**src/inc/pic_pkg.sv**
```systemverilog
// pic_pkg: constants shared by the prioritised interrupt controller.
// assumes one clock (pclk, one instruction cycle per edge) and an APB master.
package pic_pkg;
   localparam int NUM_SRC    = 16;                 // user interrupt sources
   localparam int NUM_EXT    = 3;                  // external edge pins, sources 0..2
   localparam int PRIO_W     = 3;                  // per-source priority width
   localparam int VEC_W      = 7;                  // latched vector number width
   localparam int LVL_W      = 4;                  // latched new level width
   localparam int VEC_BASE   = 8;                  // user vectors follow the trap vectors
   // register byte addresses
   localparam logic [7:0] ADDR_FLAG  = 8'h00;      // request_flag_regs
   localparam logic [7:0] ADDR_EN    = 8'h04;      // source_enable_regs
   localparam logic [7:0] ADDR_PRIO0 = 8'h08;      // source_priority_regs, sources 0..7
   localparam logic [7:0] ADDR_PRIO1 = 8'h0C;      // source_priority_regs, sources 8..15
   localparam logic [7:0] ADDR_CTL1  = 8'h10;      // global_control_one
   localparam logic [7:0] ADDR_CTL2  = 8'h14;      // global_control_two
   localparam logic [7:0] ADDR_STAT  = 8'h18;      // cpu_status_reg (priority field only)
   localparam logic [7:0] ADDR_CORE  = 8'h1C;      // core_control_reg (extension bit)
   localparam logic [7:0] ADDR_VEC   = 8'h20;      // vector_status_reg
   // field positions
   localparam int NEST_DIS_BIT = 15;               // nesting_disable in control one
   localparam int IPL_LSB      = 5;                // cpu_priority_field at bits 7:5
   localparam int PRIORITY_EXTENSION_BIT_BIT     = 3;                // priority_extension_bit
   localparam int VEC_LVL_LSB  = 8;                // latched_new_level at 11:8
   localparam int PRIO_STRIDE  = 4;                // one nibble per source priority
   // reset and special values
   localparam logic [PRIO_W-1:0] IPL_RESET = 3'h0;
   localparam logic [PRIO_W-1:0] IPL_MAX   = 3'h7;
   // sequence lengths
   localparam int SEQ_CYCLES = 4;                  // entry four cycles, five with extra_stall; return four cycles
   typedef enum logic [1:0] {
      SEQ_C1,
      SEQ_C2,
      SEQ_C3,
      SEQ_C4
   } pic_step_type;
endpackage

```
**src/pic_ctrl.sv**
```systemverilog
// pic_ctrl: prioritised interrupt controller with four-cycle return and four-cycle entry, five with extra_stall.
// assumes pclk is the instruction clock; ext pins asynchronous; core strobes synchronous.
`timescale 1ns/1ns
module pic_ctrl
   import pic_pkg::*;
(
   input  wire logic                        pclk,
   input  wire logic                        presetn,
   input  wire logic                        psel,
   input  wire logic                        penable,
   input  wire logic                        pwrite,
   input  wire logic [7:0]                  paddr,
   input  wire logic [31:0]                 pwdata,
   output logic      [31:0]                 prdata,
   output logic                             pready,
   output logic                             pslverr,
   input  wire logic [pic_pkg::NUM_SRC-1:0] periph_event,    // one-cycle source pulses
   input  wire logic [pic_pkg::NUM_EXT-1:0] ext_request_pin, // asynchronous pins
   input  wire logic                        instr_done,      // instruction boundary
   input  wire logic                        extra_stall,     // one-cycle latency add
   input  wire logic                        return_from_isr, // return instruction starts
   input  wire logic                        cpu_asleep,      // sleep or idle
   input  wire logic [23:0]                 cpu_pc,          // pc to push
   input  wire logic [7:0]                  cpu_status_in,   // status byte to push
   input  wire logic [23:0]                 pop_pc,          // pc popped by core
   input  wire logic [7:0]                  pop_status,      // status byte popped
   input  wire logic                        pop_ext,         // extension popped
   output logic                             irq_present,     // request above level
   output logic                             wake_req,        // wake signal
   output logic                             entry_active,    // entry sequence running
   output logic      [1:0]                  entry_step,      // entry cycle index
   output logic                             push_valid,      // context words valid
   output logic      [23:0]                 push_pc,
   output logic      [7:0]                  push_status,
   output logic                             push_ext,
   output logic                             vector_fetch,    // vector table read cycle
   output logic      [6:0]                  vector_addr,     // vector number fetched
   output logic                             return_active,   // return sequence running
   output logic                             resume,          // execution resumes
   output logic      [23:0]                 resume_pc,
   output logic      [7:0]                  resume_status
);
   import pic_pkg::*;

   localparam int NS = NUM_SRC;

   // register state
   logic [NS-1:0]        flag_r;           // request flags
   logic [NS-1:0]        en_r;             // source enables
   logic [PRIO_W-1:0]    prio_r [NS];      // per-source priorities
   logic                 nest_dis_r;       // nesting disable
   logic [NUM_EXT-1:0]   pol_r;            // edge polarities, 1 = falling
   logic [PRIO_W-1:0]    ipl_r;            // cpu priority field
   logic                 priority_extension_bit_r;           // extension bit
   logic [VEC_W-1:0]     vec_r;            // latched vector number
   logic [LVL_W-1:0]     lvl_r;            // latched new level
   // pin synchronisers, first stage read only by second
   logic [NUM_EXT-1:0]   sync1_r, sync2_r, pin_prev_r;
   // sequencer state
   pic_step_type         step_r;
   logic                 ent_r, ret_r, wait_r, stall_r;
   logic [PRIO_W-1:0]    win_prio_r;
   logic [23:0]          save_pc_r;
   logic [7:0]           save_st_r;
   logic                 save_ext_r;
   logic [23:0]          rpc_r;
   logic [7:0]           rst_r;
   logic                 rext_r;

   // apb decode, always ready, zero wait
   wire wr_acc = psel && penable && pwrite;
   wire rd_acc = psel && penable && !pwrite;
   wire hit_flag = (paddr == ADDR_FLAG);
   wire hit_en   = (paddr == ADDR_EN);
   wire hit_p0   = (paddr == ADDR_PRIO0);
   wire hit_p1   = (paddr == ADDR_PRIO1);
   wire hit_c1   = (paddr == ADDR_CTL1);
   wire hit_c2   = (paddr == ADDR_CTL2);
   wire hit_st   = (paddr == ADDR_STAT);
   wire hit_core = (paddr == ADDR_CORE);
   wire hit_vec  = (paddr == ADDR_VEC);
   wire mapped   = hit_flag | hit_en | hit_p0 | hit_p1 | hit_c1 | hit_c2
                 | hit_st | hit_core | hit_vec;
   assign pready  = 1'b1;
   assign pslverr = psel && penable && !mapped;

   // edge detect on synchronised pins
   wire [NUM_EXT-1:0] rise = sync2_r & ~pin_prev_r;
   wire [NUM_EXT-1:0] fall = ~sync2_r & pin_prev_r;
   wire [NUM_EXT-1:0] ext_evt = (pol_r & fall) | (~pol_r & rise);

   // hardware set events, external pins occupy sources 0..2
   wire [NS-1:0] set_evt = periph_event | {{(NS-NUM_EXT){1'b0}}, ext_evt};

   // pending and wake terms per source
   wire [NS-1:0] pend = flag_r & en_r;
   wire  [NS-1:0] live;
   genvar g;
   generate
      for (g = 0; g < NS; g++) begin : g_src
         assign live[g] = pend[g] && (prio_r[g] != 3'h0);
      end
   endgenerate
   assign wake_req = cpu_asleep && (|live);

   // winner: highest priority, lowest index on tie
   logic [PRIO_W-1:0] best_p;
   logic [VEC_W-1:0]  best_i;
   always_comb begin
      best_p = 3'h0;
      best_i = 7'h00;
      for (int i = NS - 1; i >= 0; i--) begin
         if (live[i] && (prio_r[i] >= best_p)) begin
            best_p = prio_r[i];
            best_i = VEC_W'(i);
         end
      end
   end

   // present only above the cpu level and with extension clear
   wire busy = ent_r || ret_r;
   assign irq_present = (|live) && !priority_extension_bit_r && (best_p > ipl_r);
   // nesting disabled with level 7 already masks all: priorities only pick ties
   wire take = irq_present && !busy && (instr_done || cpu_asleep);

   // read mux
   logic [31:0] prio_word0, prio_word1;
   always_comb begin
      prio_word0 = 32'h0000_0000;
      prio_word1 = 32'h0000_0000;
      for (int i = 0; i < 8; i++) begin
         prio_word0[i*PRIO_STRIDE +: PRIO_W] = prio_r[i];
         prio_word1[i*PRIO_STRIDE +: PRIO_W] = prio_r[i+8];
      end
   end
   wire [31:0] rd_mux =
        hit_flag ? {16'h0000, flag_r}
      : hit_en   ? {16'h0000, en_r}
      : hit_p0   ? prio_word0
      : hit_p1   ? prio_word1
      : hit_c1   ? {16'h0000, nest_dis_r, 15'h0000}
      : hit_c2   ? {29'h0000_0000, pol_r}
      : hit_st   ? {24'h00_0000, ipl_r, 5'h00}
      : hit_core ? {28'h000_0000, priority_extension_bit_r, 3'h0}
      : hit_vec  ? {20'h0_0000, lvl_r, 1'b0, vec_r}
      : 32'h0000_0000;

   // read data register
   always_ff @(posedge pclk or negedge presetn) begin
      if (!presetn) begin
         prdata <= 32'h0000_0000;
      end else if (psel && !penable && !pwrite) begin
         prdata <= rd_mux;                  // captured at setup, valid in access phase
      end
   end

   // pin synchronisers
   always_ff @(posedge pclk or negedge presetn) begin
      if (!presetn) begin
         sync1_r    <= 3'h0;
         sync2_r    <= 3'h0;
         pin_prev_r <= 3'h0;
      end else begin
         sync1_r    <= ext_request_pin;
         sync2_r    <= sync1_r;
         pin_prev_r <= sync2_r;
      end
   end

   // request flags: hardware set wins over software clear
   wire [NS-1:0] flag_wr = (wr_acc && hit_flag) ? pwdata[NS-1:0] : flag_r;
   always_ff @(posedge pclk or negedge presetn) begin
      if (!presetn) begin
         flag_r <= '0;
      end else begin
         flag_r <= flag_wr | set_evt;
      end
   end

   // enables, polarity, nesting control
   always_ff @(posedge pclk or negedge presetn) begin
      if (!presetn) begin
         en_r       <= '0;
         pol_r      <= 3'h0;
         nest_dis_r <= 1'b0;
      end else begin
         if (wr_acc && hit_en) en_r <= pwdata[NS-1:0];
         if (wr_acc && hit_c2) pol_r <= pwdata[NUM_EXT-1:0];
         if (wr_acc && hit_c1) nest_dis_r <= pwdata[NEST_DIS_BIT];
      end
   end

   // priorities, one nibble per source
   generate
      for (g = 0; g < NS; g++) begin : g_prio
         wire hit_me = (g < 8) ? hit_p0 : hit_p1;
         always_ff @(posedge pclk or negedge presetn) begin
            if (!presetn) begin
               prio_r[g] <= 3'h0;
            end else if (wr_acc && hit_me) begin
               prio_r[g] <= pwdata[(g%8)*PRIO_STRIDE +: PRIO_W];
            end
         end
      end
   endgenerate

   // cpu level: entry load after save, return restore, software write
   always_ff @(posedge pclk or negedge presetn) begin
      if (!presetn) begin
         ipl_r  <= IPL_RESET;
         priority_extension_bit_r <= 1'b0;
      end else if (ent_r && step_r == SEQ_C2) begin
         ipl_r  <= nest_dis_r ? IPL_MAX : win_prio_r;
      end else if (ret_r && step_r == SEQ_C2) begin
         ipl_r  <= rst_r[7:IPL_LSB];
         priority_extension_bit_r <= rext_r;
      end else if (wr_acc && hit_st && !nest_dis_r) begin
         ipl_r  <= pwdata[IPL_LSB +: PRIO_W];
      end
   end

   // vector status latch
   always_ff @(posedge pclk or negedge presetn) begin
      if (!presetn) begin
         vec_r <= 7'h00;
         lvl_r <= 4'h0;
      end else if (take) begin
         vec_r <= VEC_W'(best_i + 7'(VEC_BASE));
         lvl_r <= {1'b0, best_p};
      end
   end

   // sequencer: entry c1..c4, optional stall before c2; return c1..c4
   always_ff @(posedge pclk or negedge presetn) begin
      if (!presetn) begin
         step_r     <= SEQ_C1;
         ent_r      <= 1'b0;
         ret_r      <= 1'b0;
         wait_r     <= 1'b0;
         stall_r    <= 1'b0;
         win_prio_r <= 3'h0;
         save_pc_r  <= 24'h00_0000;
         save_st_r  <= 8'h00;
         save_ext_r <= 1'b0;
         rpc_r      <= 24'h00_0000;
         rst_r      <= 8'h00;
         rext_r     <= 1'b0;
      end else if (take) begin
         ent_r      <= 1'b1;
         step_r     <= SEQ_C1;
         stall_r    <= extra_stall;
         win_prio_r <= best_p;
      end else if (return_from_isr && !busy) begin
         ret_r  <= 1'b1;
         step_r <= SEQ_C1;
      end else if (ent_r) begin
         if (step_r == SEQ_C1 && stall_r) begin
            stall_r <= 1'b0;
         end else begin
            if (step_r == SEQ_C1) begin
               save_pc_r  <= cpu_pc;
               save_st_r  <= cpu_status_in;
               save_ext_r <= priority_extension_bit_r;
            end
            if (step_r == SEQ_C4) ent_r <= 1'b0;
            step_r <= pic_step_type'(step_r + 2'h1);
         end
      end else if (ret_r) begin
         if (step_r == SEQ_C1) begin
            rpc_r  <= pop_pc;
            rst_r  <= pop_status;
            rext_r <= pop_ext;
         end
         if (step_r == SEQ_C4) ret_r <= 1'b0;
         step_r <= pic_step_type'(step_r + 2'h1);
      end
   end

   // core-facing outputs
   assign entry_active  = ent_r;
   assign entry_step    = step_r;
   assign push_valid    = ent_r && step_r == SEQ_C2;
   assign push_pc       = save_pc_r;
   assign push_status   = save_st_r;
   assign push_ext      = save_ext_r;
   assign vector_fetch  = ent_r && step_r == SEQ_C3;
   assign vector_addr   = vec_r;
   assign return_active = ret_r;
   assign resume        = ret_r && step_r == SEQ_C4;
   assign resume_pc     = rpc_r;
   assign resume_status = rst_r;

   // assertions
   a_flag_set_wins: assert property (@(posedge pclk) disable iff (!presetn)
      set_evt[3] |=> flag_r[3]) else $error("set event lost");
   a_entry_four: assert property (@(posedge pclk) disable iff (!presetn)
      (take && !extra_stall) |=> entry_active [*4] ##1 !entry_active)
      else $error("entry not four cycles");
   a_level_zero_wake: assert property (@(posedge pclk) disable iff (!presetn)
      (live == '0) |-> !wake_req) else $error("wake without live source");
   a_present_above: assert property (@(posedge pclk) disable iff (!presetn)
      irq_present |-> (best_p > ipl_r && !priority_extension_bit_r))
      else $error("present at or below level");
   a_nest_max: assert property (@(posedge pclk) disable iff (!presetn)
      (push_valid && nest_dis_r) |=> ipl_r == IPL_MAX)
      else $error("no force to level 7");
   a_ipl_lock: assert property (@(posedge pclk) disable iff (!presetn)
      (wr_acc && hit_st && nest_dis_r && !busy) |=> $stable(ipl_r))
      else $error("locked level written");
   a_vec_fetch: assert property (@(posedge pclk) disable iff (!presetn)
      push_valid |=> vector_fetch ##1 !vector_fetch)
      else $error("vector fetch misplaced");
   a_return_resume: assert property (@(posedge pclk) disable iff (!presetn)
      (return_from_isr && !busy && !take) |=> ##3 resume)
      else $error("resume not on fourth cycle");
   a_pol_edge: assert property (@(posedge pclk) disable iff (!presetn)
      (ext_evt[0] && !pol_r[0]) |-> sync2_r[0]) else $error("bad edge");
   c_entry: cover property (@(posedge pclk) disable iff (!presetn) take);
   c_return: cover property (@(posedge pclk) disable iff (!presetn) resume);
   c_wake: cover property (@(posedge pclk) disable iff (!presetn) wake_req);
endmodule

```
**config.mk**
```make
export PLATFORM = sky130hd
export DESIGN_NAME = pic_ctrl
export DESIGN_NICKNAME = d
export VERILOG_FILES = /design/src/inc/pic_pkg.sv /design/src/pic_ctrl.sv
export SDC_FILE = /design/constraint.sdc
export NUM_CORES = 1
export LEC_CHECK = 0
export ABC_AREA = 1
export BUFFER_PORTS_ARGS = -buffer_cell sky130_fd_sc_hd__clkbuf_2
export CAP_MARGIN = 20
export CORE_MARGIN = 1.5
export CORE_UTILIZATION = 30
export CTS_BUF_LIST = sky130_fd_sc_hd__clkbuf_8
export CTS_CLUSTER_SIZE = 20
export DETAILED_ROUTE_END_ITERATION = 7
export PLACE_DENSITY_LB_ADDON = 0.2
export SLEW_MARGIN = 0
export SYNTH_ARGS = -nofsm -noshare
export SYNTH_HDL_FRONTEND = slang
export SYNTH_SLANG_ARGS = --single-unit
```
**constraint.sdc**
```tcl
create_clock -name pclk -period 18.4 [get_ports pclk]
set_input_delay 0.92 -clock pclk [delete_from_list [all_inputs] [get_ports pclk]]
set_output_delay 0.92 -clock pclk [all_outputs]
set_load 0.03 [all_outputs]
```
== Yosys cells after proc, flatten, opt, wreduce, memory -nomap -nowiden ==
Index checks and enable logic that the tools add are counted.
Widths: inputs -> output; s select.
Storage, ports and cells
  register bits: 210
  bits in latches: 0
  RAM bits: 0
  bits in read-only memories: 0
  bits of input ports: 133
  output and inout port bits: 115
  word-level logic and storage cells: 251
  memories kept: 0
Cells by class
  add/subtract/negate cells: 2
  multipliers: 0
  div/mod/pow operators: 0
  magnitude comparators: 17
  equality and inequality tests: 14
  shift operators: 0
  multiplexer cells: 63
  bitwise gates (word level): 24
  reduce and logical (&&, ||, !) cells: 93
Operators by type and width (count)
  $mux 31: 4
  $mux 3: 20
  $logic_and 1x1->1: 56
  $reduce_bool 3->1: 17
  $mux 4: 12
  $ge 3x3->1: 15
  $mux 11: 4
  $eq 8x5->1 const B: 4
  $mux 16: 2
  $mux 7: 4
  $and 16x16->16: 1
  $eq 8x4->1 const B: 2
  $or 16x16->16: 1
  $or 16x3->16: 1
  $reduce_or 16->1: 1
  $and 3x3->3: 4
  $mux 1: 12
  $mux 2: 5
  $reduce_and 5->1: 2
  $not 3->3: 3
  $eq 8x3->1 const B: 1
  $eq 8x6->1 const B: 1
  $logic_not 8->1: 1
  $or 1x1->1: 8
  other kinds (18): 32

== Logic depth before layout (Yosys ltp) ==
Gate-level depths: netlist of the first run.
  depth in word-level cells: 55
  gate-level depth with buffers: 143
  mapped depth without buffers: 143

== Least setup slack after synthesis of the first run ==
OpenSTA, ideal clock, no wires.
  path kind: reg2reg
  start: register flag_r[15]
  end: register vec_r[3] (netlist: vector_addr[3])
  setup time: 119 ps
  arrival: 15801 ps
  required time: 18281 ps
  setup slack: 2480 ps
  cell stages (with the launch flop): 134
  path buffers: 0
  clock period less this slack: 15920 ps
  cell sequence: dfrtp_1 -> nand2_1 -> inv_2 -> nand3_1 -> ha_1 -> nand2_1 -> inv_2 -> nand2_1 -> nand2_1 -> nand2_2 -> o21ai_0 -> ha_1 -> inv_1 -> nand2_1 -> o21ai_0 -> inv_1 -> nand2_2 -> nand2_2 -> [... 98 more ...] -> nand2_1 -> o211ai_1 -> nand2_1 -> inv_1 -> nand2_1 -> and2_1 -> ha_1 -> nand2_1 -> o21ai_0 -> nand3_1 -> nor2_1 -> o21ai_0 -> nor2_1 -> clkinv_1 -> nor2_1 -> o21a_1 -> nand4_1 -> o21a_1
Between the ends
  word-level cells in the longest chain between the ends: 53
  elaborated cells on any way between the ends: 72
  those cells by class: add/sub (1); order compare (16); mux (32); bitwise (1); reduce/logical (22)
Ends and longest elaborated chain
  start, declared: RTL line pic_ctrl.sv:48  | logic [NS-1:0] flag_r;
  start signal, assigned: RTL line pic_ctrl.sv:176  | flag_r <= flag_wr | set_evt;
  $and 16x16->16 (*): RTL line pic_ctrl.sv:96  | wire [NS-1:0] pend = flag_r & en_r;
  $logic_and 1x1->1 (*): RTL line pic_ctrl.sv:101  | assign live[g] = pend[g] && (prio_r[g] != 3'h0);
  $logic_and 1x1->1 (*): RTL line pic_ctrl.sv:113  | if (live[i] && (prio_r[i] >= best_p)) begin
  $mux 3 (*): RTL line pic_ctrl.sv:113
  $ge 3x3->1: RTL line pic_ctrl.sv:113
  $logic_and 1x1->1: RTL line pic_ctrl.sv:113
  $mux 3 (*): RTL line pic_ctrl.sv:113
  $ge 3x3->1: RTL line pic_ctrl.sv:113
  [... 38 more ...]
  $ge 3x3->1: RTL line pic_ctrl.sv:113
  $logic_and 1x1->1: RTL line pic_ctrl.sv:113
  $mux 3 (*): RTL line pic_ctrl.sv:113
  named net best_p[2]: RTL line pic_ctrl.sv:107  | logic [PRIO_W-1:0] best_p;
  $gt 3x3->1 (*): RTL line pic_ctrl.sv:122  | assign irq_present = (|live) && !priority_extension_bit_r && (best_p > ipl_r);
  $logic_and 1x1->1 (*): RTL line pic_ctrl.sv:122
  named net irq_present: RTL line pic_ctrl.sv:28  | output logic irq_present,
  $logic_and 1x1->1 (*) (2 in series): RTL line pic_ctrl.sv:124  | wire take = irq_present && !busy && (instr_done || cpu_asleep);
  end signal, assigned: RTL line pic_ctrl.sv:228  | vec_r <= VEC_W'(best_i + 7'(VEC_BASE));
  end, declared: RTL line pic_ctrl.sv:55  | logic [VEC_W-1:0] vec_r;
The timed path passes the listed nets; every way through them passes the cells marked *.
A chain may end at the register's enable or synchronous reset.

== Worst setup path in the final report of the first run ==
  start: register flag_r[15]
  end: output port irq_present
Between the ends
  word-level cells in the longest chain between the ends: 51
  elaborated cells on any way between the ends: 53
  those cells by class: order compare (16); mux (16); bitwise (1); reduce/logical (20)
Ends and longest elaborated chain (RTL line)
  $and 16x16->16 (*): pic_ctrl.sv:96
  $logic_and 1x1->1 (*): pic_ctrl.sv:101
  $logic_and 1x1->1 (*): pic_ctrl.sv:113
  $mux 3 (*): pic_ctrl.sv:113
  $ge 3x3->1: pic_ctrl.sv:113
  $logic_and 1x1->1: pic_ctrl.sv:113
  $mux 3 (*): pic_ctrl.sv:113
  $ge 3x3->1: pic_ctrl.sv:113
  [... 36 more ...]
  $logic_and 1x1->1: pic_ctrl.sv:113
  $mux 3 (*): pic_ctrl.sv:113
  $ge 3x3->1: pic_ctrl.sv:113
  $logic_and 1x1->1: pic_ctrl.sv:113
  $mux 3 (*): pic_ctrl.sv:113
  named net best_p[2]: pic_ctrl.sv:107
  $gt 3x3->1 (*): pic_ctrl.sv:122
  $logic_and 1x1->1 (*): pic_ctrl.sv:122
  end, declared: pic_ctrl.sv:28
Marks and branches as above.

==> results.json, run 1 <==
{
  "grt_overflow": 0,
  "fmax_mhz": 59.40,
  "antenna_found_initial": 0,
  "finalWeightedCongestion": 0.8549,
  "ys_warn_count": 0,
  "dp_hpwl_um": 25510,
  "hold_viol": 0,
  "fp.dieH_um": 191.3,
  "crit_type": "reg2out",
  "async_flop_share": 1.000,
  "p_leak_nw": 6.643,
  "critPathLaunch": "flag_r[15]$_DFF_PN0_",
  "clock-sinks": 204,
  "stdcell_count": 1941,
  "slew-limit-headroom": 0.3167,
  "die_w_um": 191.3,
  "dp.cells": 1866,
  "critPathCaptureType": "primary output",
  "syn_area_per_cell_um2": 8.885,
  "post_route_cells_drive_above_1_share": 0.3170,
  "path_max_fanout": 8,
  "clk_pin_slew_worst_paths_ns": 0.06,
  "cts_hold_buffers": 0,
  "tightest_slew_ns": 1.017,
  "total_power_mw": 1.313,
  "clock_path_buffers": 3,
  "gr-usage-all-layers": 0.1886,
  "synth.cell_area_mm2": 0.01064,
  "areaGrowthSynthToFinish_pct": 24.95,
  "hold_path.class": "in2async",
  "max_stage_delay_ns": 0.38,
  "fin_tns_setup_ns": 0,
  "vias": 9280,
  "root_buffer": "clkbuf_8",
  "setup_viol_count_final": 0,
  "grt_pass1_wl_um": 52750,
  "cap_violations": 0,
  "most-common-layout-cells": "nand2_1 (251), clkbuf_2 (234), dfrtp_1 (204), inv_1 (170), o21ai_0 (116)",
  "start_util": 0.3064,
  "viasPerCell": 4.781,
  "htreeDepth": 2,
  "rows": 68,
  "crit_slowest_cell": "dfrtp_1",
  "yosysSeqAreaShare": 0.4800,
  "regArea_mm2": 0.005105,
  "synth_ff_type": "dfrtp_1",
  "fin_crit_ns": 16.83,
  "numCtsBuffers": 40,
  "ys_types": 47,
  "drt-initial-drc-count": 592,
  "fillers": 3644,
  "cts_tree": "built",
  "drc": 0,
  "nNetsFinal": 1618,
  "start_kind": "flop",
  "layout_commonest_cell": "nand2_1",
  "firstDrtPassIters": 6,
  "ios": 248,
  "clock_latency_ns": 0.59,
  "slew_violations": 0,
  "numPortBuffers": 236,
  "core_area_mm2": 0.03471,
  "dieArea_mm2": 0.03659,
  "post-route-period-util": 0.9149,
  "syn_inst": 1197,
  "grt_pass1_vias": 9361,
  "arrival_ns": 15.91,
  "fin_skew_ns": 0.02454,
  "antenna_cells": 0,
  "outcome": "finished clean",
  "crit_top_cell": "nand2_2",
  "reg2reg_from": "flag_r[15]$_DFF_PN0_",
  "drt_wl_total_um": 33680,
  "crit_required_ns": 17.48,
  "grt_max_degree": 81,
  "utilization": 0.3828,
  "multi_input_area_mm2": 0.004845,
  "synth-seq-cells": 204,
  "synth-edff-count": 0,
  "ant_nets": 0,
  "peakVddDrop_v": 0.00009447,
  "power_density_mw_per_mm2": 98.79,
  "wl_per_cell_um": 17.35
}
-- cells in the mapped netlist, types with 2 or more instances --
master     number  area, um2
nand2_1       259      972.2
dfrtp_1       204       5105
inv_1         158      593.1
o21ai_0       132      660.6
mux2_2         66      743.2
a21oi_1        46      230.2
nor2_1         46      172.7
nand3_1        35      175.2
clkbuf_1       33      123.9
ha_1           29      362.9
nand2_2        27      168.9
nand3_2        16      160.2
nand4_1        12      75.07
a211o_1        10      87.58
o22ai_1        10      62.56
nand2_4         9      101.4
a221oi_1        8      70.07
nand3_4         8      140.1
o211ai_1        8      60.06
buf_4           7      52.55
inv_2           7      26.28
nor3_1          7      35.03
a31oi_1         6      37.54
a311oi_1        5      43.79
and2_1          5      31.28
o311ai_0        5      43.79
nor4_1          4      25.02
o31ai_1         4      30.03
a2bb2oi_1       3      26.28
nand3b_1        3      22.52
o21a_1          3      22.52
o21ai_1         3      15.01
a21boi_0        2      15.01
conb_1          2      7.510
o2111ai_1       2      17.52
o221ai_1        2      17.52
-- final cells by class --
cell class | instances | share of cell area
Multi-Input combinational cell | 792 | 0.3646
Clock inverter | 21 | 0.009698
Sequential cell | 204 | 0.3841
Clock buffer | 51 | 0.05282
Timing Repair Buffer | 252 | 0.09905
Tap cell | 455 | 0.04284
Inverter | 166 | 0.04689
-- report_power, final --
| group | total, mW | switching [mW] | internal, mW |
|---|---|---|---|
| registers | 0.537 | 0.0333 | 0.504 |
| logic | 0.305 | 0.197 | 0.108 |
| clock network | 0.471 | 0.206 | 0.264 |
-- metrics by stage --
stage	setup slack, ns	hold WS (ns)	instance area (um2)
5_1_grt	-0.05998	0.3594	13290
6_report	1.566	0.3445	13290
3_3_place_gp	0.5537	0.3344	12360
4_1_cts	0.02659	0.3477	13190
3_5_place_dp	0.3591	0.3347	12360
2_1_floorplan	2.480	0.3312	10650
-- what timing repair did --
item	in CTS	in global routing
pin swaps	0	4
gates resized for setup	1	40
setup endpoints to repair	1	14
hold endpoints to repair	0	0
buffers inserted	0	3
-- state kept, by name, summed over array words and instances (netlist names), 2 cells and up --
signal	count
ipl_r	3
pin_prev_r	3
pol_r	3
vector_addr	5
entry_step	2
push_pc	24
prdata	28
push_status	8
sync2_r	3
win_prio_r	3
resume_status	8
resume_pc	24
en_r	16
flag_r	16
sync1_r	3
prio_r	48
-- per-layer routing --
| metal | GRT usage | share of wire | vias up |
|---|---|---|---|
| met4 | 0.06460 | 0.022 | 0 |
| met2 | 0.3028 | 0.47 | 304 |
| met5 | 0 | 0 | - |
| met1 | 0.2423 | 0.43 | 4434 |
| met3 | 0.05397 | 0.079 | 41 |
| li1 | - | - | 4501 |
-- cell families (layout without fill, tap and decap cells) --
| group | Yosys count | in the layout | synth area share |
|---|---|---|---|
| AOI/OAI and AO/OA | 254 | 254 | 0.1402 |
| adders and majority gates | 29 | 29 | 0.03412 |
| buffers and inverters | 206 | 490 | 0.07518 |
| DFF | 204 | 204 | 0.4800 |
| muxes | 66 | 66 | 0.06988 |
| other | 2 | 7 | 0.0007061 |
| and+or+nand+nor | 436 | 436 | 0.1999 |
-- final timing paths --
path                                              end  cells after the start  slack (ns)
setup / recovery                          irq_present                    130        1.57
hold / removal              resume_pc[10]$_DFFE_PN0P_                      1        0.34
setup reg to reg           vector_addr[3]$_DFFE_PN0P_                    136        1.85
hold reg to reg                  sync2_r[2]$_DFF_PN0_                      0        0.35
max in group asynchronous      prdata[12]$_DFFE_PN0P_                      3       15.92
min in group pclk                sync2_r[2]$_DFF_PN0_                      0        0.35
-- worst max-delay path, delay by kind of cell (launching register included) --
family / cells / cell delay (ns)
AO/OA/AOI/OAI: 35 / 3.59
adder cells (fa/ha/maj): 16 / 4.39
buffers and inverters: 18 / 1.17
flip-flops: 1 / 0.38
AND/OR/NAND/NOR: 61 / 5.72
Power figures use the tool's default switching activity.
==> inputs of run 2 (changes only) <==
- clock period: 18.4 -> 16.15 ns (I/O delays scaled with it)
==> run 2 against run 1 <==
Against the previous run: global-route usage rose by 0.33 points; via count rose by 3.8%; final area rose by 8.8%; register-to-register slack got worse by 1.3 ns; clock skew rose by 0.0077 ns; die area did not move; count of clock-buffer cells in the layout fell by 2; clock power rose by 14%; highest routed layer unchanged; critical path depth rose by 3; critical path type unchanged; combinational power rose by 19%.
==> results.json, run 2 (synthesis results as in run 1) <==
{
  "slew-limit-headroom": 0.3072,
  "p_leak_nw": 7.154,
  "numPortBuffers": 236,
  "fp.dieH_um": 191.3,
  "numCtsBuffers": 39,
  "slew_violations": 0,
  "vias": 9631,
  "clock_latency_ns": 0.60,
  "fmax_mhz": 62.42,
  "viasPerCell": 4.728,
  "layout_commonest_cell": "clkbuf_2",
  "grt_overflow": 0,
  "internal_power_mw": 1.011,
  "dp_hpwl_um": 26180,
  "cts_tree": "built",
  "drt-initial-drc-count": 566,
  "htreeDepth": 2,
  "die_w_um": 191.3,
  "timing.rr.end": "vector_addr[3]$_DFFE_PN0P_",
  "hold_viol": 0,
  "tightest_slew_ns": 1.037,
  "start_util": 0.3064,
  "clock-sinks": 204,
  "crit_required_ns": 15.34,
  "switching_share": 0.3319,
  "fin_skew_ns": 0.03228,
  "top_regs": "prio_r: 48 flops, prdata: 28 flops",
  "power_density_mw_per_mm2": 104.6,
  "start_kind": "flop",
  "post_route_cells_drive_above_1_share": 0.4102,
  "nNetsFinal": 1718,
  "dieArea_mm2": 0.03659,
  "crit_slowest_cell": "dfrtp_1",
  "grt_pass1_wl_um": 53650,
  "hold_path.class": "in2async",
  "clk_pin_slew_worst_paths_ns": 0.05,
  "wl_per_cell_um": 17.20,
  "setup_viol_count_final": 0,
  "firstDrtPassIters": 5,
  "reg2reg_slack_ns": 0.55,
  "largest_register_ffs": 48,
  "drc": 0,
  "fin_crit_ns": 16.02,
  "crit_type": "reg2out",
  "path_max_fanout": 5,
  "r2r_cells": 138,
  "antenna_cells": 0,
  "drt_wl_total_um": 35030,
  "grt_pass1_vias": 9655,
  "gr-usage-all-layers": 0.1919,
  "cp_num_buf_inv": 19,
  "fin_tns_setup_ns": 0,
  "core_area_mm2": 0.03471,
  "arrival_ns": 15.21,
  "antenna_found_initial": 0,
  "post-route-period-util": 0.9920,
  "power.switching_uw": 502.2,
  "ant_nets": 0,
  "critPathCaptureType": "primary output",
  "most-common-layout-cells": "clkbuf_2 (234), nand2_1 (230), dfrtp_1 (204), inv_1 (161), o21ai_0 (114)",
  "clock_path_buffers": 3,
  "utilization": 0.4166,
  "max_stage_delay_ns": 0.41,
  "cap_violations": 0,
  "grt_max_degree": 75,
  "seq_power_share": 0.406,
  "rsz0062_at_grt": "true",
  "areaGrowthSynthToFinish_pct": 35.99,
  "outcome": "finished clean",
  "reg2reg_from": "prio_r[2]$_DFFE_PN0P_",
  "rows": 68,
  "ios": 248,
  "crit_top_cell": "nand2_2",
  "regMostFlops": "prio_r",
  "pwr-share-clk": 0.355,
  "finalWeightedCongestion": 0.8742,
  "combPwrFrac": 0.239,
  "peakVddDrop_v": 0.00009816,
  "root_buffer": "clkbuf_8",
  "critPathTopFamily": "simple AND/OR/NAND/NOR gates"
}
## run 2: changes by cell type in the layout (fill, tap and decap cells not counted), sizes merged
| cell | delta |
|---|---|
| clkinv | -6 |
| inv | +1 |
| clkinvlp | +1 |
| clkbuf | -2 |
| buf | +101 |
| bufinv | +1 |
## run 2: area by class of cell
cell class / count / area, um2
Fill cell: 3533 / 20250
Multi-Input combinational cell: 792 / 5253
Sequential cell: 204 / 5105
Timing Repair Buffer: 353 / 2093
Clock buffer: 49 / 674.4
Inverter: 166 / 628.1
Tap cell: 455 / 569.3
Clock inverter: 18 / 140.1
## run 2: power groups by stage
stage / clock network, mW / logic, mW / registers, mW
floorplan: 0 / 0.133 / 0.715
global placement: 0 / 0.349 / 0.619
detailed placement: 0 / 0.353 / 0.621
CTS: 0.554 / 0.356 / 0.615
global route: 0.575 / 0.390 / 0.623
finish: 0.537 / 0.362 / 0.614
## run 2: metrics by stage
step / setup WS (ns) / std cells / hold slack, ns / area (um2) / power (mW)
5_1_grt: -0.9477 / 2037 / 0.2108 / 14460 / 1.588
6_report: 0.1294 / 2037 / 0.1829 / 14460 / 1.513
4_1_cts: 0.01096 / 2013 / 0.1793 / 13890 / 1.525
2_1_floorplan: 0.2301 / 1202 / 0.3312 / 10650 / 0.8486
3_3_place_gp: -0.4929 / 1941 / 0.3334 / 12920 / 0.9682
3_5_place_dp: -0.8427 / 1941 / 0.3356 / 12920 / 0.9745
## run 2: worst max-delay path by stage
stage / startpoint / to / depth (start not counted)
after floorplan: flag_r[15]$_DFF_PN0_ / vector_addr[3]$_DFFE_PN0P_ / 133
after global placement: flag_r[15]$_DFF_PN0_ / vector_addr[3]$_DFFE_PN0P_ / 134
after detailed placement: flag_r[15]$_DFF_PN0_ / vector_addr[3]$_DFFE_PN0P_ / 131
after CTS: flag_r[15]$_DFF_PN0_ / irq_present / 133
after global routing: prio_r[2]$_DFFE_PN0P_ / irq_present / 133
final: prio_r[2]$_DFFE_PN0P_ / irq_present / 133
## run 2: what timing repair did
action / in CTS / in global routing
buffers inserted: 5 / 25
setup endpoints to repair: 14 / 14
hold buffers: 0 / 0
pin swaps: 20 / 80
resized for setup: 47 / 92
cloned: 0 / 0
## run 2: worst register-to-register path, delay by kind of cell, from the launching register on
family                     cells  cell delay, ns
and+or+nand+nor               67            6.08
adders and majority gates     16            4.37
DFF                            1            0.41
AOI/OAI and AO/OA             37            3.65
buffers and inverters         18            0.98
## run 2: metal layers
layer	track usage	vias up	wire, um
met2	0.3158	293	16470
met5	0	-	0
met1	0.2421	4578	15310
met3	0.05012	60	2376
li1	-	4700	-
met4	0.06851	0	868
==> inputs of run 3 (changes only) <==
- RECOVER_POWER: default -> 100
==> run 3 against run 2 <==
Against the previous run: the flow now finishes with violations (max-capacitance violations, max-slew violations); worst hold slack improved by 0.14 ns; clock power about the same; first-iteration DRC count decreased by 4.2%; setup slack got worse by 0.0085 ns; utilization decreased by 0.52 points; sequential share of layout area increased by 0.44 points; total power decreased by 0.92%; critical path type unchanged; highest routed layer unchanged.
==> results.json, run 3 (synthesis results as in run 1) <==
{
  "grt_pass1_vias": 9655,
  "cts_hold_buffers": 0,
  "critPathTopFamily": "simple AND/OR/NAND/NOR gates",
  "gr-usage-all-layers": 0.1919,
  "crit_required_ns": 15.34,
  "wl_per_cell_um": 17.20,
  "finalWeightedCongestion": 0.8742,
  "arrival_ns": 15.22,
  "cts_tree": "built",
  "fin_skew_ns": 0.03260,
  "grt_max_degree": 75,
  "clock_latency_ns": 0.60,
  "rows": 68,
  "nNetsFinal": 1718,
  "start_util": 0.3064,
  "hold_path.class": "in2reg",
  "ios": 248,
  "crit_type": "reg2out",
  "crit_slowest_cell": "dfrtp_1",
  "slew_violations": 396,
  "fin_tns_setup_ns": 0,
  "internal_power_uw": 998.4,
  "path_max_fanout": 5,
  "areaGrowthSynthToFinish_pct": 34.31,
  "p_leak_nw": 6.785,
  "dp_hpwl_um": 26180,
  "setup_slack_ns": 0.1208,
  "drt_wl_total_um": 35030,
  "layout_commonest_cell": "nand2_1",
  "reg2reg_slack_ns": 0.53,
  "fmax_mhz": 62.39,
  "outcome": "finished, violations left",
  "cp_num_buf_inv": 19,
  "root_buffer": "clkbuf_8",
  "firstDrtPassIters": 5,
  "ant_nets": 0,
  "regMostFlops": "prio_r",
  "reg2reg_from": "prio_r[2]$_DFFE_PN0P_",
  "pre_cts_ws_ns": -0.8427,
  "power_density_mw_per_mm2": 104.9,
  "peakVddDrop_v": 0.00009620,
  "combPwrFrac": 0.232,
  "critPathCaptureType": "primary output",
  "clk_pin_slew_worst_paths_ns": 0.06,
  "grt_pass1_wl_um": 53650,
  "numCtsBuffers": 39,
  "power.switching_uw": 500.6,
  "r2r_cells": 138,
  "htreeDepth": 2,
  "antenna_cells": 0,
  "whs_path_depth": 1,
  "fp.dieH_um": 191.3,
  "drt-initial-drc-count": 542,
  "crit_top_cell": "nand2_2",
  "rsz0062_at_grt": "true",
  "whs_endpoint": "sync1_r[1]$_DFF_PN0_",
  "worstHoldStart": "ext_request_pin[1]",
  "start_kind": "flop",
  "drc": 0,
  "switching_share": 0.3339,
  "die_w_um": 191.3,
  "max_stage_delay_ns": 0.41,
  "largest_register_ffs": 48,
  "top_regs": "prio_r: 48 flops, prdata: 28 flops",
  "numPortBuffers": 236,
  "core_area_mm2": 0.03471,
  "timing.rr.end": "vector_addr[3]$_DFFE_PN0P_",
  "viasPerCell": 4.730,
  "antenna_found_initial": 0,
  "post-route-period-util": 0.9925,
  "hold_ws_ns": 0.3248,
  "clock_path_buffers": 3,
  "slew-limit-headroom": -1.731,
  "failed_checks": "max-capacitance violations, max-slew violations",
  "vias": 9635,
  "grt_overflow": 0,
  "setup_viol_count_final": 0,
  "clock-sinks": 204,
  "most-common-layout-cells": "nand2_1 (232), dfrtp_1 (204), inv_1 (161), clkbuf_2 (126), clkbuf_1 (116)",
  "cap_violations": 8,
  "tightest_slew_ns": 4.096,
  "pwr-share-clk": 0.358,
  "hold_viol": 0,
  "fin_crit_ns": 16.03,
  "dieArea_mm2": 0.03659,
  "seq_power_share": 0.409,
  "post_route_cells_drive_above_1_share": 0.3350
}
==> run 3: cell types whose count changed in the layout (fill, tap and decap cells not counted), sizes merged <==
| cell | previous run | this run |
|---|---|---|
| clkbuf | 284 | 291 |
| buf | 118 | 111 |
==> run 3: final cells by class <==
cell class | instances | area, um2
Tap cell | 455 | 569.3
Sequential cell | 204 | 5105
Clock inverter | 18 | 140.1
Timing Repair Buffer | 353 | 1922
Clock buffer | 49 | 674.4
Inverter | 166 | 628.1
Multi-Input combinational cell | 792 | 5245
Fill cell | 3590 | 20430
==> run 3: worst max path at each step <==
stage	from	end	slack (ns)	cells after the start
2_1_floorplan	flag_r[15]$_DFF_PN0_	vector_addr[3]$_DFFE_PN0P_	0.23	133
3_3_place_gp	flag_r[15]$_DFF_PN0_	vector_addr[3]$_DFFE_PN0P_	-0.49	134
3_5_place_dp	flag_r[15]$_DFF_PN0_	vector_addr[3]$_DFFE_PN0P_	-0.84	131
4_1_cts	flag_r[15]$_DFF_PN0_	irq_present	0.01	133
5_1_grt	prio_r[2]$_DFFE_PN0P_	irq_present	-0.95	133
6_report	prio_r[2]$_DFFE_PN0P_	irq_present	0.12	133
==> run 3: metal layers <==
metal / GRT usage / wire length (um) / part of all wire / up-vias
li1: - / - / - / 4701
met1: 0.2421 / 15210 / 0.43 / 4573
met2: 0.3158 / 16510 / 0.47 / 305
met3: 0.05012 / 2460 / 0.070 / 56
met4: 0.06851 / 856 / 0.024 / 0
met5: 0 / 0 / 0 / -
==> run 3: what timing repair did <==
action                     4_1_cts  5_1_grt
setup buffers                    5       25
gates resized for setup         47       92
pin swaps                       20       80
setup endpoints to repair       14       14
==> run 3: per-stage QoR <==
stage               utilization  instances  area (um2)  power, mW
floorplan                     -       1202       10650     0.8486
global placement         0.3722       1941       12920     0.9682
detailed placement       0.3722       1941       12920     0.9745
CTS                      0.4002       2013       13890      1.525
global route             0.4115       2037       14280      1.576
finish                   0.4115       2037       14280      1.499
==> run 3: power by group through the flow <==
stage	sequential, mW	clock (mW)	combinational [mW]
2_1_floorplan	0.715	0	0.133
3_3_place_gp	0.619	0	0.349
3_5_place_dp	0.621	0	0.353
4_1_cts	0.615	0.554	0.356
5_1_grt	0.622	0.575	0.378
6_report	0.614	0.537	0.348
